## src/hdl/sfc_pkg.sv

```systemverilog
// Constants shared by the serial configuration flash cycle sequencer
package sfc_pkg;
    // ------------------------------------------------------------
    // Clock and time base
    // ------------------------------------------------------------
    localparam int CLK_RATE_HZ = 100_000_000;
    localparam int HZ_PER_MHZ = 1_000_000;
    localparam int CYCLES_PER_US = CLK_RATE_HZ / HZ_PER_MHZ;
    localparam int US_PER_MS = 1000;
    localparam int US_PER_S = 1_000_000;
    localparam int TIME_W = 28;
    localparam int DIV_W = 8;

    // ------------------------------------------------------------
    // Self-timed cycle durations, indexed smallest density first
    // ------------------------------------------------------------
    localparam int DENSITY_COUNT = 5;
    localparam int LARGEST_DENSITY = 4;
    localparam real PAGE_PROGRAM_TYP_SMALL_MS = 1.5;
    localparam real PAGE_PROGRAM_MAX_SMALL_MS = 5.0;
    localparam real PAGE_PROGRAM_TYP_LARGE_MS = 2.5;
    localparam real PAGE_PROGRAM_MAX_LARGE_MS = 7.0;
    localparam int STATUS_WRITE_TYP_MS = 5;
    localparam int STATUS_WRITE_MAX_MS = 15;
    localparam int FULL_ERASE_TYP_S [DENSITY_COUNT] = '{3, 5, 17, 68, 105};
    localparam int FULL_ERASE_MAX_S [DENSITY_COUNT] = '{6, 10, 40, 160, 250};
    localparam int SECTOR_ERASE_TYP_S = 2;
    localparam int SECTOR_ERASE_MAX_SMALL_S = 3;
    localparam int SECTOR_ERASE_MAX_LARGE_S = 6;

    // ------------------------------------------------------------
    // Operation codes, MSB first on the serial input
    // ------------------------------------------------------------
    localparam logic [7:0] OP_WRITE_ENABLE = 8'h06;
    localparam logic [7:0] OP_WRITE_DISABLE = 8'h04;
    localparam logic [7:0] OP_READ_STATUS = 8'h05;
    localparam logic [7:0] OP_WRITE_STATUS = 8'h01;
    localparam logic [7:0] OP_WRITE_BYTES = 8'h02;
    localparam logic [7:0] OP_ERASE_BULK = 8'hC7;
    localparam logic [7:0] OP_ERASE_SECTOR = 8'hD8;

    // ------------------------------------------------------------
    // Framing: whole bytes needed by each command
    // ------------------------------------------------------------
    localparam logic [2:0] BYTES_OPCODE_ONLY = 3'h1;
    localparam logic [2:0] BYTES_STATUS_WRITE = 3'h2;
    localparam logic [2:0] BYTES_SECTOR_ERASE = 3'h4;
    localparam logic [2:0] BYTES_WRITE_MIN = 3'h5;
    localparam logic [2:0] BIT_LAST = 3'h7;

    // Status byte: bit 0 busy, bit 1 write enable latch, rest protection
    localparam int STAT_PROT_LSB = 2;
    localparam logic [5:0] PROT_RESET = 6'h00;

    // Synchroniser lanes
    // Reset to the idle pin levels, select high and clock low, so no false edge follows reset
    localparam int SYN_SEL = 0;
    localparam int SYN_CLK = 1;
    localparam int SYN_DIN = 2;
    localparam int SYN_W = 3;
    localparam logic [SYN_W-1:0] SYN_RESET = 3'h1;

    typedef enum logic [1:0] {ST_COMMAND, ST_STATUS_OUT} sfc_state_type;
endpackage

```

## src/hdl/sfc_timer_if.sv

```systemverilog
// Handshake between the command sequencer and the cycle timer
`timescale 1ns/1ps
interface sfc_timer_if;
    import sfc_pkg::*;
    logic start;
    logic [TIME_W-1:0] load_us;
    logic busy;
    modport seq (output start, output load_us, input busy);
    modport timer (input start, input load_us, output busy);
endinterface

```

## src/hdl/sfc_flash_seq.sv

```systemverilog
// Serial configuration flash: command framing, self-timed cycles, power mode
`timescale 1ns/1ps
// Overview of operation
// - Select low means enabled, active power
// - Stay active until internal cycles finish
// - Small parts program page within 5 ms
// - Largest part programs page within 7 ms
// - Status write cycle within 15 ms
// - Full erase within density dependent maximum
// - Sector erase within 3 or 6 s
// - Busy bit reads 1 during cycles
// - Write enable latch cleared each cycle
// - Cycle starts as select goes high
module sfc_flash_seq
    import sfc_pkg::*;
#(
    parameter int DENSITY = LARGEST_DENSITY,
    parameter bit USE_MAX = 1'b1,
    parameter logic [TIME_W-1:0] PAGE_PROGRAM_US = (DENSITY == LARGEST_DENSITY) ?
        TIME_W'($rtoi((USE_MAX ? PAGE_PROGRAM_MAX_LARGE_MS : PAGE_PROGRAM_TYP_LARGE_MS) * US_PER_MS)) :
        TIME_W'($rtoi((USE_MAX ? PAGE_PROGRAM_MAX_SMALL_MS : PAGE_PROGRAM_TYP_SMALL_MS) * US_PER_MS)),
    parameter logic [TIME_W-1:0] STATUS_WRITE_US =
        TIME_W'((USE_MAX ? STATUS_WRITE_MAX_MS : STATUS_WRITE_TYP_MS) * US_PER_MS),
    parameter logic [TIME_W-1:0] FULL_ERASE_US =
        TIME_W'((USE_MAX ? FULL_ERASE_MAX_S[DENSITY] : FULL_ERASE_TYP_S[DENSITY]) * US_PER_S),
    parameter logic [TIME_W-1:0] SECTOR_ERASE_US = TIME_W'((USE_MAX ?
        ((DENSITY == LARGEST_DENSITY) ? SECTOR_ERASE_MAX_LARGE_S : SECTOR_ERASE_MAX_SMALL_S) :
        SECTOR_ERASE_TYP_S) * US_PER_S)
) (
    input wire logic CLK_IN,
    input wire logic NRST_IN,
    input wire logic MEMORY_SELECT_N_IN,
    input wire logic SERIAL_CLOCK_LINE_IN,
    input wire logic SERIAL_IN_LINE_IN,
    output logic DATA_OUT,
    output logic DATA_OE_OUT,
    output logic ACTIVE_POWER_OUT,
    output logic WRITE_IN_PROGRESS_OUT,
    output logic WRITE_ENABLE_LATCH_OUT
);
    // ------------------------------------------------------------
    // Pin synchronisers and edge detection
    // ------------------------------------------------------------
    logic [SYN_W-1:0] sync1_q, sync2_q, prev_q;
    logic sel_low, sel_fall, sel_rise, sclk_rise, sclk_fall;

    always_ff @(posedge CLK_IN or negedge NRST_IN) begin
        if (!NRST_IN) begin
            sync1_q <= SYN_RESET;
            sync2_q <= SYN_RESET;
            prev_q <= SYN_RESET;
        end else begin
            sync1_q <= {SERIAL_IN_LINE_IN, SERIAL_CLOCK_LINE_IN, MEMORY_SELECT_N_IN};
            sync2_q <= sync1_q;
            prev_q <= sync2_q;
        end
    end

    assign sel_low = ~sync2_q[SYN_SEL];
    assign sel_fall = ~sync2_q[SYN_SEL] & prev_q[SYN_SEL];
    assign sel_rise = sync2_q[SYN_SEL] & ~prev_q[SYN_SEL];
    assign sclk_rise = sync2_q[SYN_CLK] & ~prev_q[SYN_CLK];
    assign sclk_fall = ~sync2_q[SYN_CLK] & prev_q[SYN_CLK];

    // ------------------------------------------------------------
    // Cycle timer
    // ------------------------------------------------------------
    sfc_timer_if tif ();

    sfc_cycle_timer u_timer (
        .clk(CLK_IN),
        .rst_n(NRST_IN),
        .tif(tif.timer)
    );

    // ------------------------------------------------------------
    // Command sequencer
    // ------------------------------------------------------------
    sfc_state_type state_q, state_d;
    logic [7:0] shift_q, shift_d, opcode_q, opcode_d, arg_q, arg_d;
    logic [2:0] bit_idx_q, bit_idx_d, byte_cnt_q, byte_cnt_d, out_idx_q, out_idx_d;
    logic wel_q, wel_d, dout_q, dout_d, oe_q, oe_d;
    logic [5:0] prot_q, prot_d;
    logic [7:0] status_byte, new_byte;
    logic start;
    logic [TIME_W-1:0] load_us;

    assign status_byte = {prot_q, wel_q, tif.busy};

    always_comb begin
        state_d = state_q;
        shift_d = shift_q;
        opcode_d = opcode_q;
        arg_d = arg_q;
        bit_idx_d = bit_idx_q;
        byte_cnt_d = byte_cnt_q;
        out_idx_d = out_idx_q;
        wel_d = wel_q;
        dout_d = dout_q;
        oe_d = oe_q;
        prot_d = prot_q;
        start = 1'b0;
        load_us = '0;
        new_byte = {shift_q[6:0], sync2_q[SYN_DIN]};
        if (sel_fall) begin
            state_d = ST_COMMAND;
            bit_idx_d = '0;
            byte_cnt_d = '0;
            out_idx_d = '0;
        end else if (sel_low && sclk_rise && state_q == ST_COMMAND) begin
            shift_d = new_byte;
            bit_idx_d = bit_idx_q + 1'b1;
            if (bit_idx_q == BIT_LAST) begin
                // Counter saturates: long page writes only need to prove a data byte came
                if (byte_cnt_q != BYTES_WRITE_MIN) begin
                    byte_cnt_d = byte_cnt_q + 1'b1;
                end
                if (byte_cnt_q == '0) begin
                    opcode_d = new_byte;
                    if (new_byte == OP_READ_STATUS) begin
                        state_d = ST_STATUS_OUT;
                    end
                end else if (byte_cnt_q == BYTES_OPCODE_ONLY) begin
                    arg_d = new_byte;
                end
            end
        end else if (sel_low && sclk_fall && state_q == ST_STATUS_OUT) begin
            // Status repeats for as long as the host keeps clocking
            dout_d = status_byte[BIT_LAST - out_idx_q];
            out_idx_d = out_idx_q + 1'b1;
            oe_d = 1'b1;
        end
        if (sel_rise) begin
            oe_d = 1'b0;
            state_d = ST_COMMAND;
            // Partial bytes or a running cycle cancel write-type commands
            if (bit_idx_q == '0 && !tif.busy) begin
                if (opcode_q == OP_WRITE_ENABLE && byte_cnt_q == BYTES_OPCODE_ONLY) begin
                    wel_d = 1'b1;
                end else if (opcode_q == OP_WRITE_DISABLE && byte_cnt_q == BYTES_OPCODE_ONLY) begin
                    wel_d = 1'b0;
                end else if (wel_q) begin
                    if (opcode_q == OP_WRITE_STATUS && byte_cnt_q == BYTES_STATUS_WRITE) begin
                        start = 1'b1;
                        load_us = STATUS_WRITE_US;
                        prot_d = arg_q[7:STAT_PROT_LSB];
                    end else if (opcode_q == OP_WRITE_BYTES && byte_cnt_q == BYTES_WRITE_MIN) begin
                        start = 1'b1;
                        load_us = PAGE_PROGRAM_US;
                    end else if (opcode_q == OP_ERASE_BULK && byte_cnt_q == BYTES_OPCODE_ONLY) begin
                        start = 1'b1;
                        load_us = FULL_ERASE_US;
                    end else if (opcode_q == OP_ERASE_SECTOR && byte_cnt_q >= BYTES_SECTOR_ERASE) begin
                        start = 1'b1;
                        load_us = SECTOR_ERASE_US;
                    end
                    if (start) begin
                        wel_d = 1'b0;
                    end
                end
            end
        end
    end

    always_ff @(posedge CLK_IN or negedge NRST_IN) begin
        if (!NRST_IN) begin
            state_q <= ST_COMMAND;
            shift_q <= 8'h00;
            opcode_q <= 8'h00;
            arg_q <= 8'h00;
            bit_idx_q <= 3'h0;
            byte_cnt_q <= 3'h0;
            out_idx_q <= 3'h0;
            wel_q <= 1'b0;
            dout_q <= 1'b0;
            oe_q <= 1'b0;
            prot_q <= PROT_RESET;
        end else begin
            state_q <= state_d;
            shift_q <= shift_d;
            opcode_q <= opcode_d;
            arg_q <= arg_d;
            bit_idx_q <= bit_idx_d;
            byte_cnt_q <= byte_cnt_d;
            out_idx_q <= out_idx_d;
            wel_q <= wel_d;
            dout_q <= dout_d;
            oe_q <= oe_d;
            prot_q <= prot_d;
        end
    end

    assign tif.start = start;
    assign tif.load_us = load_us;

    // ------------------------------------------------------------
    // Outputs
    // ------------------------------------------------------------
    assign DATA_OUT = dout_q;
    assign DATA_OE_OUT = oe_q;
    assign ACTIVE_POWER_OUT = sel_low | tif.busy;
    assign WRITE_IN_PROGRESS_OUT = tif.busy;
    assign WRITE_ENABLE_LATCH_OUT = wel_q;
endmodule // sfc_flash_seq

```

## src/hdl/sfc_cycle_timer.sv

```systemverilog
// Microsecond down-counter that times one self-timed internal cycle
`timescale 1ns/1ps
module sfc_cycle_timer
    import sfc_pkg::*;
(
    input wire logic clk,
    input wire logic rst_n,
    sfc_timer_if.timer tif
);
    localparam logic [DIV_W-1:0] DIV_LAST = DIV_W'(CYCLES_PER_US - 1);
    logic [DIV_W-1:0] div_q, div_d;
    logic [TIME_W-1:0] remain_q, remain_d;
    logic tick;

    // ------------------------------------------------------------
    // Next state
    // ------------------------------------------------------------
    always_comb begin
        div_d = div_q;
        remain_d = remain_q;
        tick = (div_q == DIV_LAST);
        if (tif.start) begin
            // Restart the divider so the cycle never runs short by a part tick
            div_d = '0;
            remain_d = tif.load_us;
        end else if (remain_q != '0) begin
            div_d = tick ? '0 : div_q + 1'b1;
            if (tick) begin
                remain_d = remain_q - 1'b1;
            end
        end
    end

    always_ff @(posedge clk or negedge rst_n) begin
        if (!rst_n) begin
            div_q <= '0;
            remain_q <= '0;
        end else begin
            div_q <= div_d;
            remain_q <= remain_d;
        end
    end

    assign tif.busy = (remain_q != '0);
endmodule // sfc_cycle_timer

```

## config.mk

```make
export PLATFORM = sky130hd
export DESIGN_NAME = sfc_flash_seq
export DESIGN_NICKNAME = d
export VERILOG_FILES = /design/src/hdl/sfc_pkg.sv /design/src/hdl/sfc_timer_if.sv /design/src/hdl/sfc_flash_seq.sv /design/src/hdl/sfc_cycle_timer.sv
export SDC_FILE = /design/constraint.sdc
export NUM_CORES = 1
export LEC_CHECK = 0
export ABC_AREA = 1
export BUFFER_PORTS_ARGS = -buffer_cell sky130_fd_sc_hd__buf_4
export CAP_MARGIN = 40
export CORE_UTILIZATION = 35
export CTS_CLUSTER_SIZE = 30
export DETAILED_ROUTE_END_ITERATION = 7
export SYNTH_ARGS = -nofsm -noshare
export SYNTH_HDL_FRONTEND = slang
export SYNTH_SLANG_ARGS = --single-unit
```

## constraint.sdc

```tcl
create_clock -name CLK_IN -period 2.21 [get_ports CLK_IN]
set_input_delay 0.442 -clock CLK_IN [delete_from_list [all_inputs] [get_ports CLK_IN]]
set_output_delay 0.442 -clock CLK_IN [all_outputs]
set_load 0.01 [all_outputs]
```

==> run_results.csv <==
group,metric,value,unit
routing,vias,4491,
synth,synth_commonest_cells,"nand2_1 (185), dfrtp_1 (81), nor2_1 (77)",
clock_network,clock_latency,0.34,ns
clock_network,cts_tree,"yes",
sta,drv_slew,0,
setup_path,critPathKind,"reg -> out",
clock_network,clockRootBuffer,"clkbuf_16",
synth,synth.most_common_cell,"nand2_1",
pwr,irDropWorstVdd,0.367,mV
sta,finalSetupViolations,0,
synth,synthTopCellsByArea,"dfrtp_1 (40%), nand2_1 (14%), nor2_1 (5.8%), inv_1 (5.4%), nand3_1 (4.7%)",
routing,drc_errors,0,
setup_path,start_kind,"register",
global_route,grt_pass1_wl,20.3,mm
setup_path,slowest_stage,"dfrtp_1",
placed_design,gp_congestion,0.914,
synth,netlist_area,5010,µm²
pwr,p_leak,3.15,nW
die,die_h,122,µm
setup_path,cpMostUsedCell,"inv_2",
routing,first_iter_violations,290,
setup_path,r2r-start,"byte_cnt_q[1]",
sta,whs,0.0758,ns
die,start_util,35.9,%
clock_network,clock_sinks,84,
synth,syn_avg_cell_area,7.53,µm²
clock_network,cts_buffers,9,
finish,finalNonFillerCells,889,
sta,hold_viol,0,
routing,ant_nets,0,
finish,num_antenna_cells,0,
die,io-pin-count,10,
global_route,grt_pass1_vias,4162,
finish,multi_input_area,2690,µm²
routing,drtPass1Iterations,5,
setup_path,reg2reg_depth,13,
synth,yosys_warnings,0,
run,max_cap_viol_count,0,
global_route,grt_usage,17.4,%
setup_path,crit_cells,8,
synth,synth_fp_nets,683,
finish,fill_cells,1402,
routing,vias_per_cell,5.05,
synth,yosys.area.top_type_share,40.5,%
synth,synth_flop_cell,"dfrtp_1",
sta,rsz0062_at_grt,"yes",
worst_hold_path,hold_class,"in -> async",
clock_network,cts.clk_slew.worst_paths,0.07,ns
routing,wl_per_cell,14.6,µm
synth,yosysTopAreaCell,"dfrtp_1",
setup_path,cp.arrival,1.72,ns
pwr,powerDensity,543,nW/µm²
setup_path,crit_buf_inv,4,
setup_path,worstPathCellList,"inv_2 > ha_4 > inv_2 > nor3_2 > nand4_1 > nor2_4 > inv_1 > buf_4",
finish,regArea,2110,µm²
die,die_w,122,µm
synth,synthArstFlopShare,100,%
global_route,grt_max_degree,85,
global_route,grt_overflow,0,
setup_path,required,1.77,ns
sta,skew,0.00750,ns
setup_path,cp-end-kind,"output pin",
run_status,status,"completed",
sta,period_minus_slack,2.16,ns
synth,ys_ff_latch,84,
die,num_rows,43,
global_route,antenna_found_initial,0,
placed_design,io_buffers,9,
clock_network,htreeDepth,3,
sta,period_share,97.9,%
clock_network,clk_path_buf_depth,2,
finish,drive_above_1_share,16.8,%
setup_path,path_delay_family,"simple AND/OR/NAND/NOR gates",
synth,synth_edf_count,0,
finish,nets,722,
finish,syn2layout_area_growth,19.8,%
placed_design,dp.cells,850,
die,dieArea,14800,µm²
setup_path,cp_max_fo,3,
synth,ys_seq_area_share,42.1,%
sta,tightest_slew,0.624,ns
placed_design,hpwl,8.56,mm
sta,max_slew_margin,58.3,%
sta,fmax,462,MHz
setup_path,cp-startpoint,"u_timer.remain_q[1]",
routing,routed_wl,13.0,mm
die,core_area,13900,µm²
synth,synth_cell_types,38,
setup_path,cp_slowest_stage_delay,0.40,ns
synth,synthCells,665,
## per-layer routing
layer / GRT usage (%) / vias to the layer above / part of all wire [%]
met3: 4.03 / 18 / 4.5
li1: - / 2236 / -
met1: 22.2 / 2143 / 45
met5: 0 / - / 0
met4: 4.71 / 0 / 1.7
met2: 29.5 / 94 / 49
## final timing paths
check / slack [ns] / end
min: 0.08 / u_timer.remain_q[17]
min in group CLK_IN: 0.20 / sync1_q[2]
max: 0.05 / WRITE_IN_PROGRESS_OUT
max in group asynchronous: 1.69 / u_timer.remain_q[7]
min reg2reg: 0.35 / sync2_q[1]
max reg2reg: 0.10 / u_timer.remain_q[19]
## power breakdown
| part | internal, W | total, W | switching, W |
|---|---|---|---|
| Clock | 0.000838 | 0.00150 | 0.000660 |
| Combinational | 0.0000471 | 0.000157 | 0.000110 |
| Sequential | 0.00158 | 0.00160 | 0.0000220 |
| Total | 0.00246 | 0.00326 | 0.000792 |
## per-stage QoR
| stage | cell area (µm²) | power [W] | utilization (%) | TNS [ns] | setup slack (ns) |
|---|---|---|---|---|---|
| floorplan | 5010 | 0.00170 | - | 0 | 0.386 |
| global placement | 5340 | 0.00178 | 38.3 | 0 | 0.118 |
| detailed placement | 5340 | 0.00178 | 38.3 | 0 | 0.00413 |
| CTS | 5670 | 0.00329 | 40.7 | -0.00161 | -0.00161 |
| global route | 6000 | 0.00338 | 43.0 | -0.0656 | -0.0346 |
| finish | 6000 | 0.00326 | 43.0 | 0 | 0.0467 |
## cell families (layout without fill, tap and decap cells)
logic type,count (synthesis),count (layout),synth area share [%]
flip-flops,84,84,42.1
buffers and inverters,93,133,7.57
multiplexers,1,1,0.225
adder cells (fa/ha/maj),13,13,3.25
AND/OR/NAND/NOR,363,364,32.2
XOR/XNOR,27,27,4.72
AO/OA/AOI/OAI,84,87,10.0
## flip-flops by register name, summed over array words and instances, names as in the netlist
name / count
opcode_q: 8
prev_q: 2
bit_idx_q: 3
sync1_q: 3
state_q: 1
arg_q: 6
byte_cnt_q: 3
sync2_q: 3
out_idx_q: 3
DATA_OE_OUT: 1
DATA_OUT: 1
u_timer.div_q: 8
u_timer.remain_q: 28
prot_q: 6
WRITE_ENABLE_LATCH_OUT: 1
shift_q: 7
## layout make-up
type | instances | area share, %
Inverter | 75 | 4.69
Multi-Input combinational cell | 492 | 44.9
Clock inverter | 5 | 0.709
Sequential cell | 84 | 35.1
Timing Repair Buffer | 42 | 6.59
Clock buffer | 11 | 4.21
Tap cell | 180 | 3.75
## repair_timing
item | 4_1_cts | 5_1_grt
gates cloned | 0 | 6
hold buffers | 0 | 0
pin swaps | 2 | 12
gates resized for setup | 6 | 35
setup endpoints to repair | 3 | 36
setup buffers | 2 | 15
## placed cells by master, fill, tap and decap left out, types with 2 or more instances in the layout
cell       synthesis  routed
nor2_2             9      13
dfrtp_1           81      80
o221ai_1           2       2
buf_4              0      35
o211ai_1          20      20
nand3_2            1       2
nand3b_1           6       6
xnor2_1            6       6
nor3_1             9       8
or2_2              2       2
inv_2              3       8
dfstp_2            3       3
inv_6              0       3
nand2_4            1       2
xor2_1            21      21
o21ai_0           37      37
clkbuf_16          0      11
ha_1              13      11
buf_6              3       2
a21oi_1            4       4
nand2_1          185     180
nand4_1           14      14
nand2_2            3       7
nor2_4             4      11
nand3_4            1       2
o21ai_4            1       3
inv_1             72      67
nor2_1            77      66
buf_12             0       3
nand3_1           47      46
clkbuf_8           0       2
o21ai_1           16      16
No activity file was read; power rests on OpenSTA's default activity.
